[src/rtl/gpio_port_pkg.sv]
package gpio_port_pkg;
  localparam int          PIN_COUNT   = 8;
  localparam int          ADDR_W      = 8;
  localparam int          DATA_W      = 32;
  // register indices; byte address is four times the index
  localparam int          IDX_VALUE   = 0;
  localparam int          IDX_DIR     = 1;
  localparam int          IDX_OPT     = 2;
  localparam int          IDX_SENS    = 3;
  localparam logic [7:0]  OFFS_VALUE  = 8'(IDX_VALUE * 4);
  localparam logic [7:0]  OFFS_DIR    = 8'(IDX_DIR * 4);
  localparam logic [7:0]  OFFS_OPT    = 8'(IDX_OPT * 4);
  localparam logic [7:0]  OFFS_SENS   = 8'(IDX_SENS * 4);
  // sensitivity field position and encodings
  localparam int          SENS_LSB    = 0;
  localparam int          SENS_W      = 2;
  localparam logic [1:0]  SENS_FALL_LOW = 2'h0;
  localparam logic [1:0]  SENS_RISE     = 2'h1;
  localparam logic [1:0]  SENS_FALL     = 2'h2;
  localparam logic [1:0]  SENS_BOTH     = 2'h3;
  // reset values
  localparam logic [7:0]  RST_VALUE   = 8'h00;
  localparam logic [7:0]  RST_DIR     = 8'h00;
  localparam logic [7:0]  RST_OPT     = 8'h00;
  localparam logic [1:0]  RST_SENS    = 2'h0;
  localparam logic        RST_LEVEL   = 1'b1;
  // bus responses
  localparam logic [1:0]  RESP_OKAY   = 2'h0;
  localparam logic [1:0]  RESP_SLVERR = 2'h2;
endpackage

[src/rtl/ext_irq_if.sv]
`timescale 1ns/1ps
interface ext_irq_if;
  logic       group_level;
  logic [1:0] sens;
  logic       sens_changed;
  logic       vector_fetch;
  logic       pending;
  modport port_side  (output group_level, output sens, output sens_changed,
                      output vector_fetch, input pending);
  modport sense_side (input group_level, input sens, input sens_changed,
                      input vector_fetch, output pending);
endinterface

[src/rtl/ext_irq_sense.sv]
`timescale 1ns/1ps
module ext_irq_sense (
  input  wire logic ref_clk_i,           // cpu clock
  input  wire logic reset_i,             // async reset, active high
  ext_irq_if.sense_side irq              // group level in, request out
);
  import gpio_port_pkg::*;

  // ----------------------------------------
  // event detection on the group level
  // ----------------------------------------
  logic prev_level;
  logic pending;
  logic fell;
  logic rose;
  logic set_req;
  logic clr_req;
  logic next_pending;

  assign fell    = prev_level & ~irq.group_level;
  assign rose    = ~prev_level & irq.group_level;
  assign set_req = (irq.sens == SENS_FALL_LOW) ? (fell | ~irq.group_level) :
                   (irq.sens == SENS_RISE)     ? rose :
                   (irq.sens == SENS_FALL)     ? fell :
                                                 (fell | rose);
  assign clr_req = irq.vector_fetch | irq.sens_changed;
  // an event in the clearing cycle still sets the latch
  assign next_pending = set_req | (pending & ~clr_req);
  assign irq.pending  = pending;

  always_ff @(posedge ref_clk_i or posedge reset_i) begin
    if (reset_i) begin
      prev_level <= RST_LEVEL;
      pending    <= 1'b0;
    end else begin
      prev_level <= irq.group_level;
      pending    <= next_pending;
    end
  end
endmodule

[src/rtl/gpio_port.sv]
`timescale 1ns/1ps
module gpio_port (
  input  wire logic                              ref_clk_i,      // cpu clock, 200 MHz
  input  wire logic                              reset_i,        // async reset, active high
  input  wire logic [gpio_port_pkg::ADDR_W-1:0]  s_axi_awaddr_i,  // write address
  input  wire logic                              s_axi_awvalid_i, // write address valid
  output logic                                   s_axi_awready_o, // write address ready
  input  wire logic [gpio_port_pkg::DATA_W-1:0]  s_axi_wdata_i,   // write data
  input  wire logic [3:0]                        s_axi_wstrb_i,   // byte strobes
  input  wire logic                              s_axi_wvalid_i,  // write data valid
  output logic                                   s_axi_wready_o,  // write data ready
  output logic [1:0]                             s_axi_bresp_o,   // write response
  output logic                                   s_axi_bvalid_o,  // write response valid
  input  wire logic                              s_axi_bready_i,  // write response ready
  input  wire logic [gpio_port_pkg::ADDR_W-1:0]  s_axi_araddr_i,  // read address
  input  wire logic                              s_axi_arvalid_i, // read address valid
  output logic                                   s_axi_arready_o, // read address ready
  output logic [gpio_port_pkg::DATA_W-1:0]       s_axi_rdata_o,   // read data
  output logic [1:0]                             s_axi_rresp_o,   // read response
  output logic                                   s_axi_rvalid_o,  // read data valid
  input  wire logic                              s_axi_rready_i,  // read data ready
  input  wire logic [gpio_port_pkg::PIN_COUNT-1:0] pin_i,         // pin levels
  output logic [gpio_port_pkg::PIN_COUNT-1:0]    pin_o,           // pin drive value
  output logic [gpio_port_pkg::PIN_COUNT-1:0]    pin_oe_o,        // pin drive enable
  output logic [gpio_port_pkg::PIN_COUNT-1:0]    pull_up_o,       // pull-up enable
  input  wire logic [gpio_port_pkg::PIN_COUNT-1:0] alt_en_i,      // peripheral claims pin
  input  wire logic [gpio_port_pkg::PIN_COUNT-1:0] alt_drive_i,   // peripheral drives pin
  input  wire logic [gpio_port_pkg::PIN_COUNT-1:0] alt_out_i,     // peripheral output value
  input  wire logic [gpio_port_pkg::PIN_COUNT-1:0] alt_od_i,      // peripheral wants open-drain
  output logic [gpio_port_pkg::PIN_COUNT-1:0]    alt_in_o,        // level seen by peripheral
  input  wire logic                              irq_mask_i,      // global interrupt mask
  input  wire logic                              vector_fetch_i,  // cpu fetches the vector
  output logic                                   ext_irq_o        // external interrupt request
);
  import gpio_port_pkg::*;

  // ----------------------------------------
  // register state
  // ----------------------------------------
  logic [PIN_COUNT-1:0] port_latch;
  logic [PIN_COUNT-1:0] direction;
  logic [PIN_COUNT-1:0] option;
  logic [SENS_W-1:0]    sens;
  logic [PIN_COUNT-1:0] pin_sample;

  // ----------------------------------------
  // write channel
  // ----------------------------------------
  logic [ADDR_W-1:0]    aw_addr;
  logic                 aw_full;
  logic [7:0]           w_data;
  logic                 w_strb0;
  logic                 w_full;
  logic                 aw_take;
  logic                 w_take;
  logic                 write_fire;
  logic                 wr_aligned;
  logic                 wr_value;
  logic                 wr_dir;
  logic                 wr_opt;
  logic                 wr_sens;
  logic                 wr_mapped;
  logic                 sens_changed;
  logic [SENS_W-1:0]    next_sens;

  assign aw_take    = s_axi_awvalid_i & s_axi_awready_o;
  assign w_take     = s_axi_wvalid_i & s_axi_wready_o;
  assign write_fire = aw_full & w_full & ~s_axi_bvalid_o;
  assign wr_aligned = (aw_addr[1:0] == 2'h0);
  assign wr_value   = write_fire & w_strb0 & (aw_addr == OFFS_VALUE);
  assign wr_dir     = write_fire & w_strb0 & (aw_addr == OFFS_DIR);
  assign wr_opt     = write_fire & w_strb0 & (aw_addr == OFFS_OPT);
  assign wr_sens    = write_fire & w_strb0 & (aw_addr == OFFS_SENS);
  assign wr_mapped  = wr_aligned & ((aw_addr == OFFS_VALUE) | (aw_addr == OFFS_DIR) |
                                    (aw_addr == OFFS_OPT) | (aw_addr == OFFS_SENS));
  assign next_sens    = w_data[SENS_LSB +: SENS_W];
  assign sens_changed = wr_sens & (next_sens != sens);

  always_ff @(posedge ref_clk_i or posedge reset_i) begin
    if (reset_i) begin
      aw_addr         <= '0;
      aw_full         <= 1'b0;
      s_axi_awready_o <= 1'b1;
      w_data          <= '0;
      w_strb0         <= 1'b0;
      w_full          <= 1'b0;
      s_axi_wready_o  <= 1'b1;
      s_axi_bvalid_o  <= 1'b0;
      s_axi_bresp_o   <= RESP_OKAY;
    end else begin
      if (aw_take) begin
        aw_addr         <= s_axi_awaddr_i;
        aw_full         <= 1'b1;
        s_axi_awready_o <= 1'b0;
      end
      if (w_take) begin
        w_data          <= s_axi_wdata_i[7:0];
        w_strb0         <= s_axi_wstrb_i[0];
        w_full          <= 1'b1;
        s_axi_wready_o  <= 1'b0;
      end
      if (write_fire) begin
        s_axi_bvalid_o <= 1'b1;
        s_axi_bresp_o  <= wr_mapped ? RESP_OKAY : RESP_SLVERR;
      end
      if (s_axi_bvalid_o && s_axi_bready_i) begin
        s_axi_bvalid_o  <= 1'b0;
        aw_full         <= 1'b0;
        w_full          <= 1'b0;
        s_axi_awready_o <= 1'b1;
        s_axi_wready_o  <= 1'b1;
      end
    end
  end

  // ----------------------------------------
  // port registers
  // ----------------------------------------
  // the latch takes every value write with strobe bit 0 set, whatever the direction, so the level is ready
  // before the pin turns to output
  always_ff @(posedge ref_clk_i or posedge reset_i) begin
    if (reset_i) begin
      port_latch <= RST_VALUE;
      direction  <= RST_DIR;
      option     <= RST_OPT;
      sens       <= RST_SENS;
    end else begin
      if (wr_value) begin
        port_latch <= w_data;
      end
      if (wr_dir) begin
        direction <= w_data;
      end
      if (wr_opt) begin
        option <= w_data;
      end
      if (wr_sens) begin
        sens <= next_sens;
      end
    end
  end

  // ----------------------------------------
  // per-pin mode logic
  // ----------------------------------------
  logic [PIN_COUNT-1:0] alt_drv;
  logic [PIN_COUNT-1:0] next_pin_oe;
  logic [PIN_COUNT-1:0] next_pin_out;
  logic [PIN_COUNT-1:0] next_pull;
  logic [PIN_COUNT-1:0] next_alt_in;
  logic [PIN_COUNT-1:0] read_value;
  logic [PIN_COUNT-1:0] irq_pin_en;
  logic [PIN_COUNT-1:0] masked_pin;

  for (genvar n = 0; n < PIN_COUNT; n++) begin : g_pin
    assign alt_drv[n]      = alt_en_i[n] & alt_drive_i[n];
    assign next_pin_oe[n]  = alt_drv[n]   ? (~alt_od_i[n] | ~alt_out_i[n]) :
                             direction[n] ? (option[n] | ~port_latch[n]) :
                                            1'b0;
    assign next_pin_out[n] = alt_drv[n] ? (~alt_od_i[n] & alt_out_i[n]) :
                                          (direction[n] & option[n] & port_latch[n]);
    assign next_pull[n]    = ~alt_drv[n] & ~direction[n] & option[n];
    assign read_value[n]   = direction[n] ? port_latch[n] :
                             alt_drv[n]   ? alt_out_i[n] :
                                            pin_sample[n];
    assign next_alt_in[n]  = direction[n] ? port_latch[n] : pin_sample[n];
    assign irq_pin_en[n]   = ~direction[n] & option[n];
    assign masked_pin[n]   = pin_sample[n] | ~irq_pin_en[n];

  end

  // ----------------------------------------
  // pin outputs and sampling
  // ----------------------------------------
  always_ff @(posedge ref_clk_i or posedge reset_i) begin
    if (reset_i) begin
      pin_sample <= '0;
      pin_oe_o   <= '0;
      pin_o      <= '0;
      pull_up_o  <= '0;
      alt_in_o   <= '0;
    end else begin
      pin_sample <= pin_i;
      pin_oe_o   <= next_pin_oe;
      pin_o      <= next_pin_out;
      pull_up_o  <= next_pull;
      alt_in_o   <= next_alt_in;
    end
  end

  // ----------------------------------------
  // external interrupt group
  // ----------------------------------------
  // a low interrupt pin pins the NAND high, so edges on other pins vanish
  ext_irq_if irq_bus ();
  logic nand_group;
  logic next_ext_irq;

  assign nand_group           = ~&masked_pin;
  assign irq_bus.group_level  = ~nand_group;
  assign irq_bus.sens         = sens;
  assign irq_bus.sens_changed = sens_changed;
  assign irq_bus.vector_fetch = vector_fetch_i;
  assign next_ext_irq         = irq_bus.pending & ~irq_mask_i;

  ext_irq_sense u_sense (
    .ref_clk_i (ref_clk_i),
    .reset_i   (reset_i),
    .irq       (irq_bus.sense_side)
  );

  always_ff @(posedge ref_clk_i or posedge reset_i) begin
    if (reset_i) begin
      ext_irq_o <= 1'b0;
    end else begin
      ext_irq_o <= next_ext_irq;
    end
  end

  // ----------------------------------------
  // read channel
  // ----------------------------------------
  logic [DATA_W-1:0] rd_word;
  logic              rd_mapped;
  logic              ar_take;

  assign ar_take   = s_axi_arvalid_i & s_axi_arready_o;
  assign rd_mapped = (s_axi_araddr_i == OFFS_VALUE) | (s_axi_araddr_i == OFFS_DIR) |
                     (s_axi_araddr_i == OFFS_OPT) | (s_axi_araddr_i == OFFS_SENS);
  assign rd_word   = (s_axi_araddr_i == OFFS_VALUE) ? {24'h000000, read_value} :
                     (s_axi_araddr_i == OFFS_DIR)   ? {24'h000000, direction} :
                     (s_axi_araddr_i == OFFS_OPT)   ? {24'h000000, option} :
                     (s_axi_araddr_i == OFFS_SENS)  ? {30'h0, sens} :
                                                      32'h00000000;

  always_ff @(posedge ref_clk_i or posedge reset_i) begin
    if (reset_i) begin
      s_axi_arready_o <= 1'b1;
      s_axi_rvalid_o  <= 1'b0;
      s_axi_rdata_o   <= '0;
      s_axi_rresp_o   <= RESP_OKAY;
    end else begin
      if (ar_take) begin
        s_axi_arready_o <= 1'b0;
        s_axi_rvalid_o  <= 1'b1;
        s_axi_rdata_o   <= rd_word;
        s_axi_rresp_o   <= rd_mapped ? RESP_OKAY : RESP_SLVERR;
      end
      if (s_axi_rvalid_o && s_axi_rready_i) begin
        s_axi_rvalid_o  <= 1'b0;
        s_axi_arready_o <= 1'b1;
      end
    end
  end
endmodule

[config.mk]
export PLATFORM = sky130hd
export DESIGN_NAME = gpio_port
export DESIGN_NICKNAME = d
export VERILOG_FILES = /design/src/rtl/gpio_port_pkg.sv /design/src/rtl/ext_irq_if.sv /design/src/rtl/ext_irq_sense.sv /design/src/rtl/gpio_port.sv
export SDC_FILE = /design/constraint.sdc
export NUM_CORES = 1
export LEC_CHECK = 0
export BUFFER_PORTS_ARGS = -buffer_cell sky130_fd_sc_hd__buf_4
export CAP_MARGIN = 20
export CORE_MARGIN = 2
export CORE_UTILIZATION = 49
export DETAILED_ROUTE_END_ITERATION = 16
export PLACE_DENSITY = 0.78
export SYNTH_ARGS = -nofsm -noshare
export SYNTH_HDL_FRONTEND = slang
export SYNTH_HIERARCHICAL = 1
export SYNTH_SLANG_ARGS = --single-unit
[constraint.sdc]
create_clock -name ref_clk_i -period 8 [get_ports ref_clk_i]
set_input_delay 1.6 -clock ref_clk_i [delete_from_list [all_inputs] [get_ports ref_clk_i]]
set_output_delay 1.6 -clock ref_clk_i [all_outputs]
set_load 0.05 [all_outputs]
Word level (Yosys, flattened, before mapping)
Cells that the tools add are included.
Cells by class
  eq/ne operators: 9
  multiplexer cells: 71
  bitwise operators: 159
  reductions and logical operators: 11
Operator list (number)
  $and A1 B1 Y1: 72
  $mux W1: 65
  $not A1 Y1: 53
  $or A1 B1 Y1: 34
  $eq A8 B4 Y1 const B: 4
  $mux W8: 3
  $eq A8 B3 Y1 const B: 2
  $logic_not A8 Y1: 2
  $reduce_and A8 Y1: 1
  $reduce_bool A2 Y1: 4
  $mux W2: 3
  $logic_not A2 Y1: 2
  $eq A2 B1 Y1 const B: 1
  $eq A2 B2 Y1 const B: 1
  $logic_and A1 B1 Y1: 2
  $ne A2 B2 Y1: 1
Storage, ports and cells
  register bits: 129
  output and inout bits: 74

Depth between registers and ports, before layout
Gate-level depths: netlist (run 1).
  word-level depth: 12
  gate-level depth with buffers: 9
  gate-level depth less buffers: 9

Modules after synthesis
The synthesis (run 1) kept the hierarchy.
By module, submodules not included
  gpio_port: instances 1, cells an instance 358, area each 4408.0 um^2, seq. area each 2531.2 um^2
  ext_irq_sense: instances 1, cells an instance 15, area each 128.9 um^2, seq. area each 51.3 um^2

Worst setup path after synthesis (run 1)
OpenSTA, ideal clock, no wires.
  path kind: input-to-reg
  start point: input s_axi_araddr_i[0] (netlist bit)
  end point: register s_axi_rdata_o[2] (netlist bit)
  arrival: 2.749 ns
  path slack: 5.169 ns
  stages on the path: 4
  path through: or4_1 > nor4_4 > a21oi_1 > a31oi_1
Between the ends
  word-level cells in the longest chain between the ends: 4
  elaborated cells on any way between the ends: 6
  those cells by class: 2 x eq/ne; 3 x mux; 1 x reduce/logical
RTL lines
  from (decl): RTL line gpio_port.sv:15  | input wire logic [gpio_port_pkg::ADDR_W-1:0] s_axi_araddr_i,
  $eq A8 B4 Y1: RTL line gpio_port.sv:232  | (s_axi_araddr_i == OFFS_OPT) ? {24'h000000, option} :
  $mux W8: RTL line gpio_port.sv:232
  $mux W8: RTL line gpio_port.sv:231  | (s_axi_araddr_i == OFFS_DIR) ? {24'h000000, direction} :
  $mux W8 (*): RTL line gpio_port.sv:230  | assign rd_word = (s_axi_araddr_i == OFFS_VALUE) ? {24'h000000, read_value} :
  to (signal assigned): RTL line gpio_port.sv:246  | s_axi_rdata_o <= rd_word;
  to (decl): RTL line gpio_port.sv:18  | output logic [gpio_port_pkg::DATA_W-1:0] s_axi_rdata_o,
Every way passes the cells marked *; elsewhere a longest branch is shown, timed or not.
A chain may end at the register's enable or synchronous reset.

Worst setup path in the final report (run 1)
  start point: input s_axi_araddr_i[0] (netlist bit)
  end point: register s_axi_rdata_o[4] (netlist bit)
Same word-level chain as after synthesis.

==> run summary, run 1 <==
Biggest area consumer among synthesized cells: dfrtp_1
Pre-CTS WS: 4.72 ns
CORE AREA: 9110 µm²
Wire length per cell: 16.0 µm
I/O Pins: 175
Via count: 3306
Worst r2r src: direction[7]
Synthesized instance count: 373
Die Span Y: 100 µm
VDD IR max: 0.202 mV
PwrDens: 249 nW/µm²
FF-to-FF End: u_sense/irq.pending
Cell variety after synth: 40
Share of layout cells above drive strength 1: 41.6%
CTS Buffer Depth: 2
Synth Register Bits: 103
CTS resizes: 0
Post-synth top cells: dfrtp_1 (99), mux2_2 (55), a21oi_1 (35)
Crit path required time: 8.29 ns
Final Hold Fails: 0
Total routed wirelength: 9.86 mm
Max_cap viols: 0
Sequential share of the synthesized area: 56.9%
Antenna-violating nets left: 0
Finished Cell Area: 5680 µm²
Top post-synthesis cells by area: dfrtp_1 (55%), mux2_2 (14%), buf_4 (4.3%)
Worst slew pin tran: 0.804 ns
Clock latency on the worst-skew pair: 0.36 ns
Grt ovf: 0
CP endpoint kind: register
Synth-to-Final Area Change: 25.2%
Critical Path Fanout Max: 9
Number of flops mapped to enable cells by yosys: 0
Synth async-reset ratio: 100%
First drt pass iteration count: 4
Drc violations: 0
Full die area: 10000 µm²
First DRT Iteration DRCs: 119
Die Width: 100 µm
R2R setup slack: 5.66 ns
Port bufs: 121
CP max stage delay: 0.58 ns
TNS Setup: 0 ns
N_diodes: 0
Synth Warn #: 6
Power Total: 1.41 mW
Crit-path cells: buf_4 -> or4_1 -> nor4_4 -> a21oi_1 -> a31oi_1
Critical path's slowest cell: nor4_4
GP Congestion: 0.810
Hold crit path type: register to register
Area of the mapped netlist: 4540 µm²
Average size of a mapped cell: 12.2 µm²
LEAKAGE: 2.77 nW
Fmax: 351 MHz
Crit start category: input port
Layout Utilization: 62.3%
Clk sinks: 103
Hold buffer count at cts: 0
Max-slew violations: 0
Top-count cell post-synth: dfrtp_1
Main synth FF type: dfrtp_1
Hold Path Depth: 2
RSZ-0062 raised after global routing: false
Period minus WS final: 2.85 ns
DR vias/cell: 5.35
CP Class: input port to register
Critical path data arrival time: 3.13 ns
Final Setup Violations: 0
R2R cell count: 7
Largest net degree at the start of global routing: 56
GRT Util Overall: 20.2%
Final WS setup: 5.15 ns
DP HPWL: 7.31 mm
Worst rel slew slack: 45.9%
Initial core utilization: 49.8%
Clock skew: 0.0101 ns
Postcts setup bufs: 0
First-pass GRT wire length: 15.8 mm
Status: complete, no violations
Fin crit share: 35.6%
H-tree levels: 3
Dpl cell area: 5470 µm²
# nets final: 605
Vias in the first global route: 3243
Worst Hold Path EP: s_axi_wready_o
CTS clock-pin slew for the worst setup and hold paths: 0.10 ns
Synth top area share: 54.6%
Worst Hold Launch: s_axi_wready_o
CTS root buffer: clkbuf_8
CTS tree: yes
Antenna violations before repair: 0
# rows: 35
Total CTS buffers: 9
## state kept, by name, summed over array words and instances (netlist names), 2 cells and up
register / cells
alt_in_o: 8
aw_addr: 8
direction: 8
irq_bus.sens: 2
option: 8
pin_o: 8
pin_oe_o: 8
pin_sample: 8
port_latch: 8
pull_up_o: 8
s_axi_rdata_o: 8
w_data: 8
## critical path, delay by kind of cell
kind,cells,cell delay [ns]
AOI/OAI and AO/OA,2,0.29
and+or+nand+nor,2,1.14
buffers and inverters,1,0.11
## report_power, final
group	internal, mW	switching [mW]	leakage, nW
sequential	0.619	0.0853	1.33
combinational	0.157	0.221	1.34
clock	0.154	0.175	0.0989
total	0.931	0.481	2.77
## routing by layer
| layer | wire [µm] | track usage (%) |
|---|---|---|
| met5 | 0 | 0 |
| met3 | 710 | 5.08 |
| met2 | 4900 | 33.2 |
| met1 | 4080 | 26.3 |
| met4 | 163 | 6.85 |
## cell usage in the layout (no fill, tap or decap), drive strengths merged
cell type and count:
a22oi 2, dfrtp 99, bufinv 1, a211o 1, nand4 8, a31oi 4, a22o 2, clkinv 2
clkbuf 10, nand3b 2, dfstp 4, nand3 1, conb 26, a31o 8, o22ai 5, a221oi 2
a211oi 2, and3 2, inv 13, clkinvlp 2, buf 122, nor4b 1, or4 6, mux2i 5
nor2b 2, or2 1, o21ai 17, mux2 55, o211ai 6, ha 2, and2 1, nor4 2
a21oi 35, nand2b 24, xnor2 2, nor2 6, nand2 22, nor3 2
## worst max-delay path by stage
stage                                  from               end  slack, ns  depth (start not counted)
after detailed placement  s_axi_araddr_i[0]  s_axi_rdata_o[4]       4.72                          5
after global placement    s_axi_araddr_i[0]  s_axi_rdata_o[5]       4.80                          5
after global routing      s_axi_araddr_i[0]  s_axi_rdata_o[4]       5.02                          5
final                     s_axi_araddr_i[0]  s_axi_rdata_o[4]       5.15                          5
after floorplan                     reset_i       alt_in_o[0]       3.76                          1
after CTS                 s_axi_araddr_i[0]  s_axi_rdata_o[4]       5.11                          5
## logic make-up after synthesis
logic type                 share of synthesized area [%]
muxes                                               14.8
and+or+nand+nor                                     10.5
xor gates and xnor gates                           0.386
DFF                                                 56.9
adders and majority gates                          0.551
other                                             0.0827
buffers and inverters                               5.71
AOI/OAI and AO/OA                                   11.1
## metrics by stage
step	hold slack, ns	instances
2_1_floorplan	0.451	398
3_3_place_gp	0.479	602
3_5_place_dp	0.491	602
4_1_cts	0.508	618
5_1_grt	0.534	618
6_report	0.505	618
## cell type report
class                      instances  area, µm²
clock buffer                      10        138
clock inverter                     6       67.6
fill                             739       3430
inverter                          12       47.5
multi-input combinational        254       1790
sequential                       103       2580
tap                              111        139
timing repair buffer             122        916
Note: power is estimated with default switching activity, not from simulation.
==> run 2, diff against run 1 <==
clock period = 2.8 ns   (was 8 ns; I/O delays follow)
==> run summary, run 2 (synthesis gave the netlist of run 1 again) <==
Register area: 2580 µm² (unchanged)
CP endpoint kind: register (unchanged)
I/O Pins: 175 (unchanged)
Status: complete, no violations (unchanged)
Placed Cells: 606 (was 602)
Max_cap viols: 0 (unchanged)
Commonest non-fill, non-tap cells in the layout: buf_4 (125), dfrtp_1 (99), mux2_2 (55), a21oi_1 (35), conb_1 (26) (was buf_4 (122), dfrtp_1 (99), mux2_2 (55), a21oi_1 (35), conb_1 (26))
Wire length per cell: 16.1 µm (was 16.0 µm)
Dpl cell area: 5520 µm² (was 5470 µm²)
Worst slew pin tran: 0.713 ns (was 0.804 ns)
# nets final: 609 (was 605)
Total CTS buffers: 9 (unchanged)
Max-slew violations: 0 (unchanged)
N_diodes: 0 (unchanged)
Layout Utilization: 62.6% (was 62.3%)
First drt pass iteration count: 6 (was 4)
Total routed wirelength: 10.0 mm (was 9.86 mm)
Die Span Y: 100 µm (unchanged)
Most common cell after layout, fill and taps aside: buf_4 (unchanged)
Multi-input gate area: 1790 µm² (unchanged)
CP Class: register to register (was input port to register)
GRT met3 Usage: 6.06% (was 5.08%)
Clock latency on the worst-skew pair: 0.36 ns (about the same)
TNS Setup: 0 ns (unchanged)
CTS resizes: 0 (unchanged)
Hold buffer count at cts: 0 (unchanged)
Worst rel slew slack: 52.4% (was 45.9%)
First-pass GRT wire length: 16.2 mm (was 15.8 mm)
CTS clock-pin slew for the worst setup and hold paths: 0.09 ns (was 0.10 ns)
Initial core utilization: 49.8% (unchanged)
GP Congestion: 0.772 (was 0.810)
Finished Cell Area: 5700 µm² (was 5680 µm²)
LEAKAGE: 2.78 nW (was 2.77 nW)
GRT Util Overall: 20.9% (was 20.2%)
Final WS setup: 0.609 ns (was 5.15 ns)
Final Setup Violations: 0 (unchanged)
H-tree levels: 3 (unchanged)
Crit start category: register (was input port)
Power Total: 4.00 mW (was 1.41 mW)
DR vias/cell: 5.29 (was 5.35)
CORE AREA: 9110 µm² (unchanged)
Fillers: 720 (was 739)
Via count: 3292 (was 3306)
Share of layout cells above drive strength 1: 41.5% (was 41.6%)
VDD IR max: 0.606 mV (was 0.202 mV)
Grt ovf: 0 (unchanged)
# rows: 35 (unchanged)
DP HPWL: 7.36 mm (was 7.31 mm)
Hold slack: 0.0626 ns (was 0.505 ns)
Hold crit path type: input port to asynchronous set/reset pin (was register to register)
Antenna-violating nets left: 0 (unchanged)
Fmax: 456 MHz
Pre-CTS WS: 0.591 ns (was 4.72 ns)
Global route hottest layer: met2 (unchanged)
Port bufs: 121 (unchanged)
CTS tree: yes (unchanged)
CTS Buffer Depth: 2 (unchanged)
Vias in the first global route: 3271 (was 3243)
Full die area: 10000 µm² (unchanged)
Period minus WS final: 2.19 ns
Clock skew: 0.0120 ns (was 0.0101 ns)
RSZ-0062 raised after global routing: false (unchanged)
GRT met2 Usage: 34.0% (was 33.2%)
Clk sinks: 103 (unchanged)
Met1 GRT Util: 27.9% (was 26.3%)
Final Hold Fails: 0 (unchanged)
PwrDens: 701 nW/µm² (was 249 nW/µm²)
Fin crit share: 78.2%
Synth-to-Final Area Change: 25.6% (was 25.2%)
Critical Path Fanout Max: 8 (was 9)
Final std cells w/o fill: 622 (was 618)
CTS root buffer: clkbuf_8 (unchanged)
Crit path required time: 3.04 ns (was 8.29 ns)
Die Width: 100 µm (unchanged)
Drc violations: 0 (unchanged)
Largest net degree at the start of global routing: 44 (was 56)
First DRT Iteration DRCs: 103 (was 119)
Postcts setup bufs: 0 (unchanged)
Critical path data arrival time: 2.43 ns (was 3.13 ns)
Antenna violations before repair: 0 (unchanged)
run 2: changes by cell type in the layout (fill, tap and decap cells not counted), sizes merged:
cell / previous run / this run
buf: 122 / 126
clkbuf: 10 / 12
inv: 13 / 11
run 2: worst max-delay path: stages, from the launching register on:
cell,delay [ns]
dfrtp_1,0.39
or4_4,0.55
nor3_4,0.22
and2_1,0.52
mux2_2,0.40
run 2: final cells by class:
cell class / instances / share of cell area (%)
sequential: 103 / 45.3
inverter: 12 / 0.856
clock inverter: 4 / 0.834
timing repair buffer: 126 / 16.8
tap: 111 / 2.44
clock buffer: 12 / 2.37
multi-input combinational: 254 / 31.4
run 2: layer usage:
metal / vias up / routed length [µm]
met3: 7 / 726
met4: 0 / 73
met5: - / 0
met1: 1602 / 4310
li1: 1555 / -
met2: 128 / 4890
run 2: worst paths after layout:
| path | from | endpoint | slack (ns) | cells past startpoint |
|---|---|---|---|---|
| max in group asynchronous | reset_i | s_axi_arready_o | 1.69 | 3 |
| worst max register to register | aw_addr[5] | port_latch[6] | 0.61 | 4 |
| worst max-delay path | aw_addr[5] | port_latch[6] | 0.61 | 4 |
| worst min-delay path | reset_i | u_sense/irq.pending | 0.06 | 2 |
| worst min register to register | u_sense/irq.pending | u_sense/irq.pending | 0.50 | 1 |
| min in group ref_clk_i | pin_i[4] | pin_sample[4] | 0.30 | 1 |
run 2: power breakdown:
| part | internal [mW] | leakage, nW | switching [mW] |
|---|---|---|---|
| logic | 0.460 | 1.36 | 0.630 |
| clock network | 0.412 | 0.0904 | 0.480 |
| registers | 1.77 | 1.33 | 0.247 |
==> run 3, diff against run 2 <==
CORE_UTILIZATION = 44   (was 49)
PLACE_DENSITY = 0.74   (was 0.78)
clock period = 1.93 ns   (was 2.8 ns; I/O delays follow)
==> run summary, run 3 (synthesis gave the netlist of run 1 again) <==
LEAKAGE: 2.86 nW (was 2.78 nW)
Crit-path cells: or4_4 -> nor3_4 -> buf_4 -> nand2_2 -> mux2_2 (was or4_4 -> nor3_4 -> and2_1 -> mux2_2)
RSZ-0062 raised after global routing: true (was false)
Family with the most delay on the worst path: simple AND/OR/NAND/NOR gates (unchanged)
Switching Fraction: 34.6% (was 33.9%)
Critical path data arrival time: 2.18 ns (was 2.43 ns)
R2R cell count: 5 (was 4)
CP Depth: 5 (was 4)
N_diodes: 0 (unchanged)
Hold crit path type: input port to register (was input port to asynchronous set/reset pin)
Placed Cells: 644 (was 606)
DR vias/cell: 5.02 (was 5.29)
Power share of the combinational group: 29.1% (was 27.2%)
Total CTS buffers: 9 (unchanged)
TNS Setup: -0.00262 ns (was 0 ns)
Critical Path Fanout Max: 8 (unchanged)
Synth-to-Final Area Change: 29.4% (was 25.6%)
Fillers: 899 (was 720)
CTS Buffer Depth: 2 (unchanged)
Failing checks: negative setup slack
Grt ovf: 0 (unchanged)
Hold Path Depth: 1
Clock power share: 20.5% (was 22.3%)
DR WL met3: 649 µm (was 726 µm)
VDD IR max: 0.636 mV (was 0.606 mV)
CP max stage delay: 0.55 ns (about the same)
CORE AREA: 10200 µm² (was 9110 µm²)
Die Width: 106 µm (was 100 µm)
Clock skew: 0.0137 ns (was 0.0120 ns)
Switch Pwr: 1.99 mW (was 1.36 mW)
Initial core utilization: 44.5% (was 49.8%)
Worst slew pin tran: 0.538 ns (was 0.713 ns)
Critical path's slowest cell: or4_4 (unchanged)
Status: complete, but fails checks (was complete, no violations)
Register area: 2580 µm² (unchanged)
Largest net degree at the start of global routing: 64 (was 44)
# rows: 37 (was 35)
Clock latency on the worst-skew pair: 0.37 ns (was 0.36 ns)
Multi-input gate area: 1820 µm² (was 1790 µm²)
Period minus WS final: 1.93 ns (was 2.19 ns)
CP endpoint kind: register (unchanged)
Vias in the first global route: 3259 (was 3271)
First DRT Iteration DRCs: 172 (was 103)
I/O Pins: 175 (unchanged)
Part of the power in registers: 50.4% (about the same)
Int Pwr: 3.76 mW (was 2.64 mW)
CTS clock-pin slew for the worst setup and hold paths: 0.09 ns (about the same)
H-tree levels: 3 (unchanged)
Antenna violations before repair: 0 (unchanged)
Via count: 3326 (was 3292)
CTS root buffer: clkbuf_8 (unchanged)
Worst rel slew slack: 64.0% (was 52.4%)
Port bufs: 121 (unchanged)
Total routed wirelength: 10.2 mm (was 10.0 mm)
Max_cap viols: 0 (unchanged)
CTS tree: yes (unchanged)
CP Class: register to register (unchanged)
Commonest non-fill, non-tap cells in the layout: buf_4 (137), dfrtp_1 (99), mux2_2 (47), a21oi_1 (35), conb_1 (26) (was buf_4 (125), dfrtp_1 (99), mux2_2 (55), a21oi_1 (35), conb_1 (26))
Die Span Y: 106 µm (was 100 µm)
Final std cells w/o fill: 662 (was 622)
Metal2 WL: 4.85 mm (was 4.89 mm)
Full die area: 11100 µm² (was 10000 µm²)
Share of layout cells above drive strength 1: 43.3% (was 41.5%)
Most common cell after layout, fill and taps aside: buf_4 (unchanged)
Clk sinks: 103 (unchanged)
Wire length per cell: 15.3 µm (was 16.1 µm)
GRT Util Overall: 18.8% (was 20.9%)
Fmax: 518 MHz (was 456 MHz)
# nets final: 624 (was 609)
First-pass GRT wire length: 16.2 mm (about the same)
First drt pass iteration count: 4 (was 6)
PwrDens: 979 nW/µm² (was 701 nW/µm²)
R2R setup slack: -0.002 ns (was 0.61 ns)
WL met1: 4.57 mm (was 4.31 mm)
Drc violations: 0 (unchanged)
DR top layer: met4 (unchanged)
Crit start category: register (unchanged)
Final Hold Fails: 0 (unchanged)
GP Congestion: 0.771 (was 0.772)
Fin crit share: 100% (was 78.2%)
Max-slew violations: 0 (unchanged)
Final Setup Violations: 2 (was 0)
Final WS setup: -0.00178 ns (was 0.609 ns)
Power Total: 5.75 mW (was 4.00 mW)
Antenna-violating nets left: 0 (unchanged)
CP Buf/Inv Count: 1 (was 0)
Crit path required time: 2.18 ns (was 3.04 ns)
DP HPWL: 7.40 mm (was 7.36 mm)
==> run 3: cell types whose count changed in the layout (fill, tap and decap cells not counted), moves of 2 or more <==
cell	before	now
clkinv_4	0	2
mux2_2	55	47
buf_4	125	137
mux2_4	0	8
buf_6	0	2
==> run 3: power by group through the flow <==
stage	clock (mW)	sequential, mW	combinational, mW
after floorplan	0	3.24	0.800
after global placement	0	2.91	1.61
after detailed placement	0	2.93	1.65
after CTS	1.22	2.89	1.66
after global routing	1.31	2.97	1.80
final	1.18	2.90	1.67
==> run 3: through the flow <==
step                cell area [µm²]  hold WS, ns  utilization (%)  worst slack [ns]
detailed placement             5650        0.271             55.4            0.0147
finish                         5870        0.121             57.6          -0.00178
global placement               5650        0.268             55.4            0.0538
CTS                            5820        0.104             57.2          -0.00444
floorplan                      4630        0.126                -            0.0585
global route                   5870       0.0948             57.6           -0.0716
==> run 3: worst reg2reg max path: stages, from the launching register on <==
cell,delay [ns]
dfrtp_1,0.39
or4_4,0.55
nor3_4,0.18
buf_4,0.16
nand2_2,0.20
mux2_2,0.34
==> run 3: layout make-up <==
class	count	share of cell area [%]
inverters	12	0.831
well taps	136	2.90
flip-flops and latches	103	44.0
clock inverters	5	0.597
clock buffers	11	2.24
repair buffers	141	18.4
multi-input cells	254	31.0
==> run 3: final timing paths <==
path	start	to
setup reg to reg	aw_addr[5]	direction[5]
min in group asynchronous	reset_i	u_sense/irq.pending
hold / removal	pin_i[1]	pin_sample[1]
setup / recovery	aw_addr[5]	direction[5]
hold reg to reg	u_sense/irq.pending	u_sense/irq.pending
max in group asynchronous	reset_i	pin_oe_o[7]
==> run 3: repair_timing <==
action | CTS | global route
pin swaps | 0 | 0
endpoints found under the setup margin | 6 | 24
buffers inserted | 0 | 1
hold buffers | 1 | 0
gates resized for setup | 0 | 11
hold endpoints to repair | 1 | 0
cloned | 0 | 0
==> run 3: per-layer routing <==
layer / up-vias / track usage (%)
li1: 1578 / -
met1: 1624 / 25.6
met2: 116 / 30.2
met3: 8 / 5.38
met4: 0 / 4.23
met5: - / 0
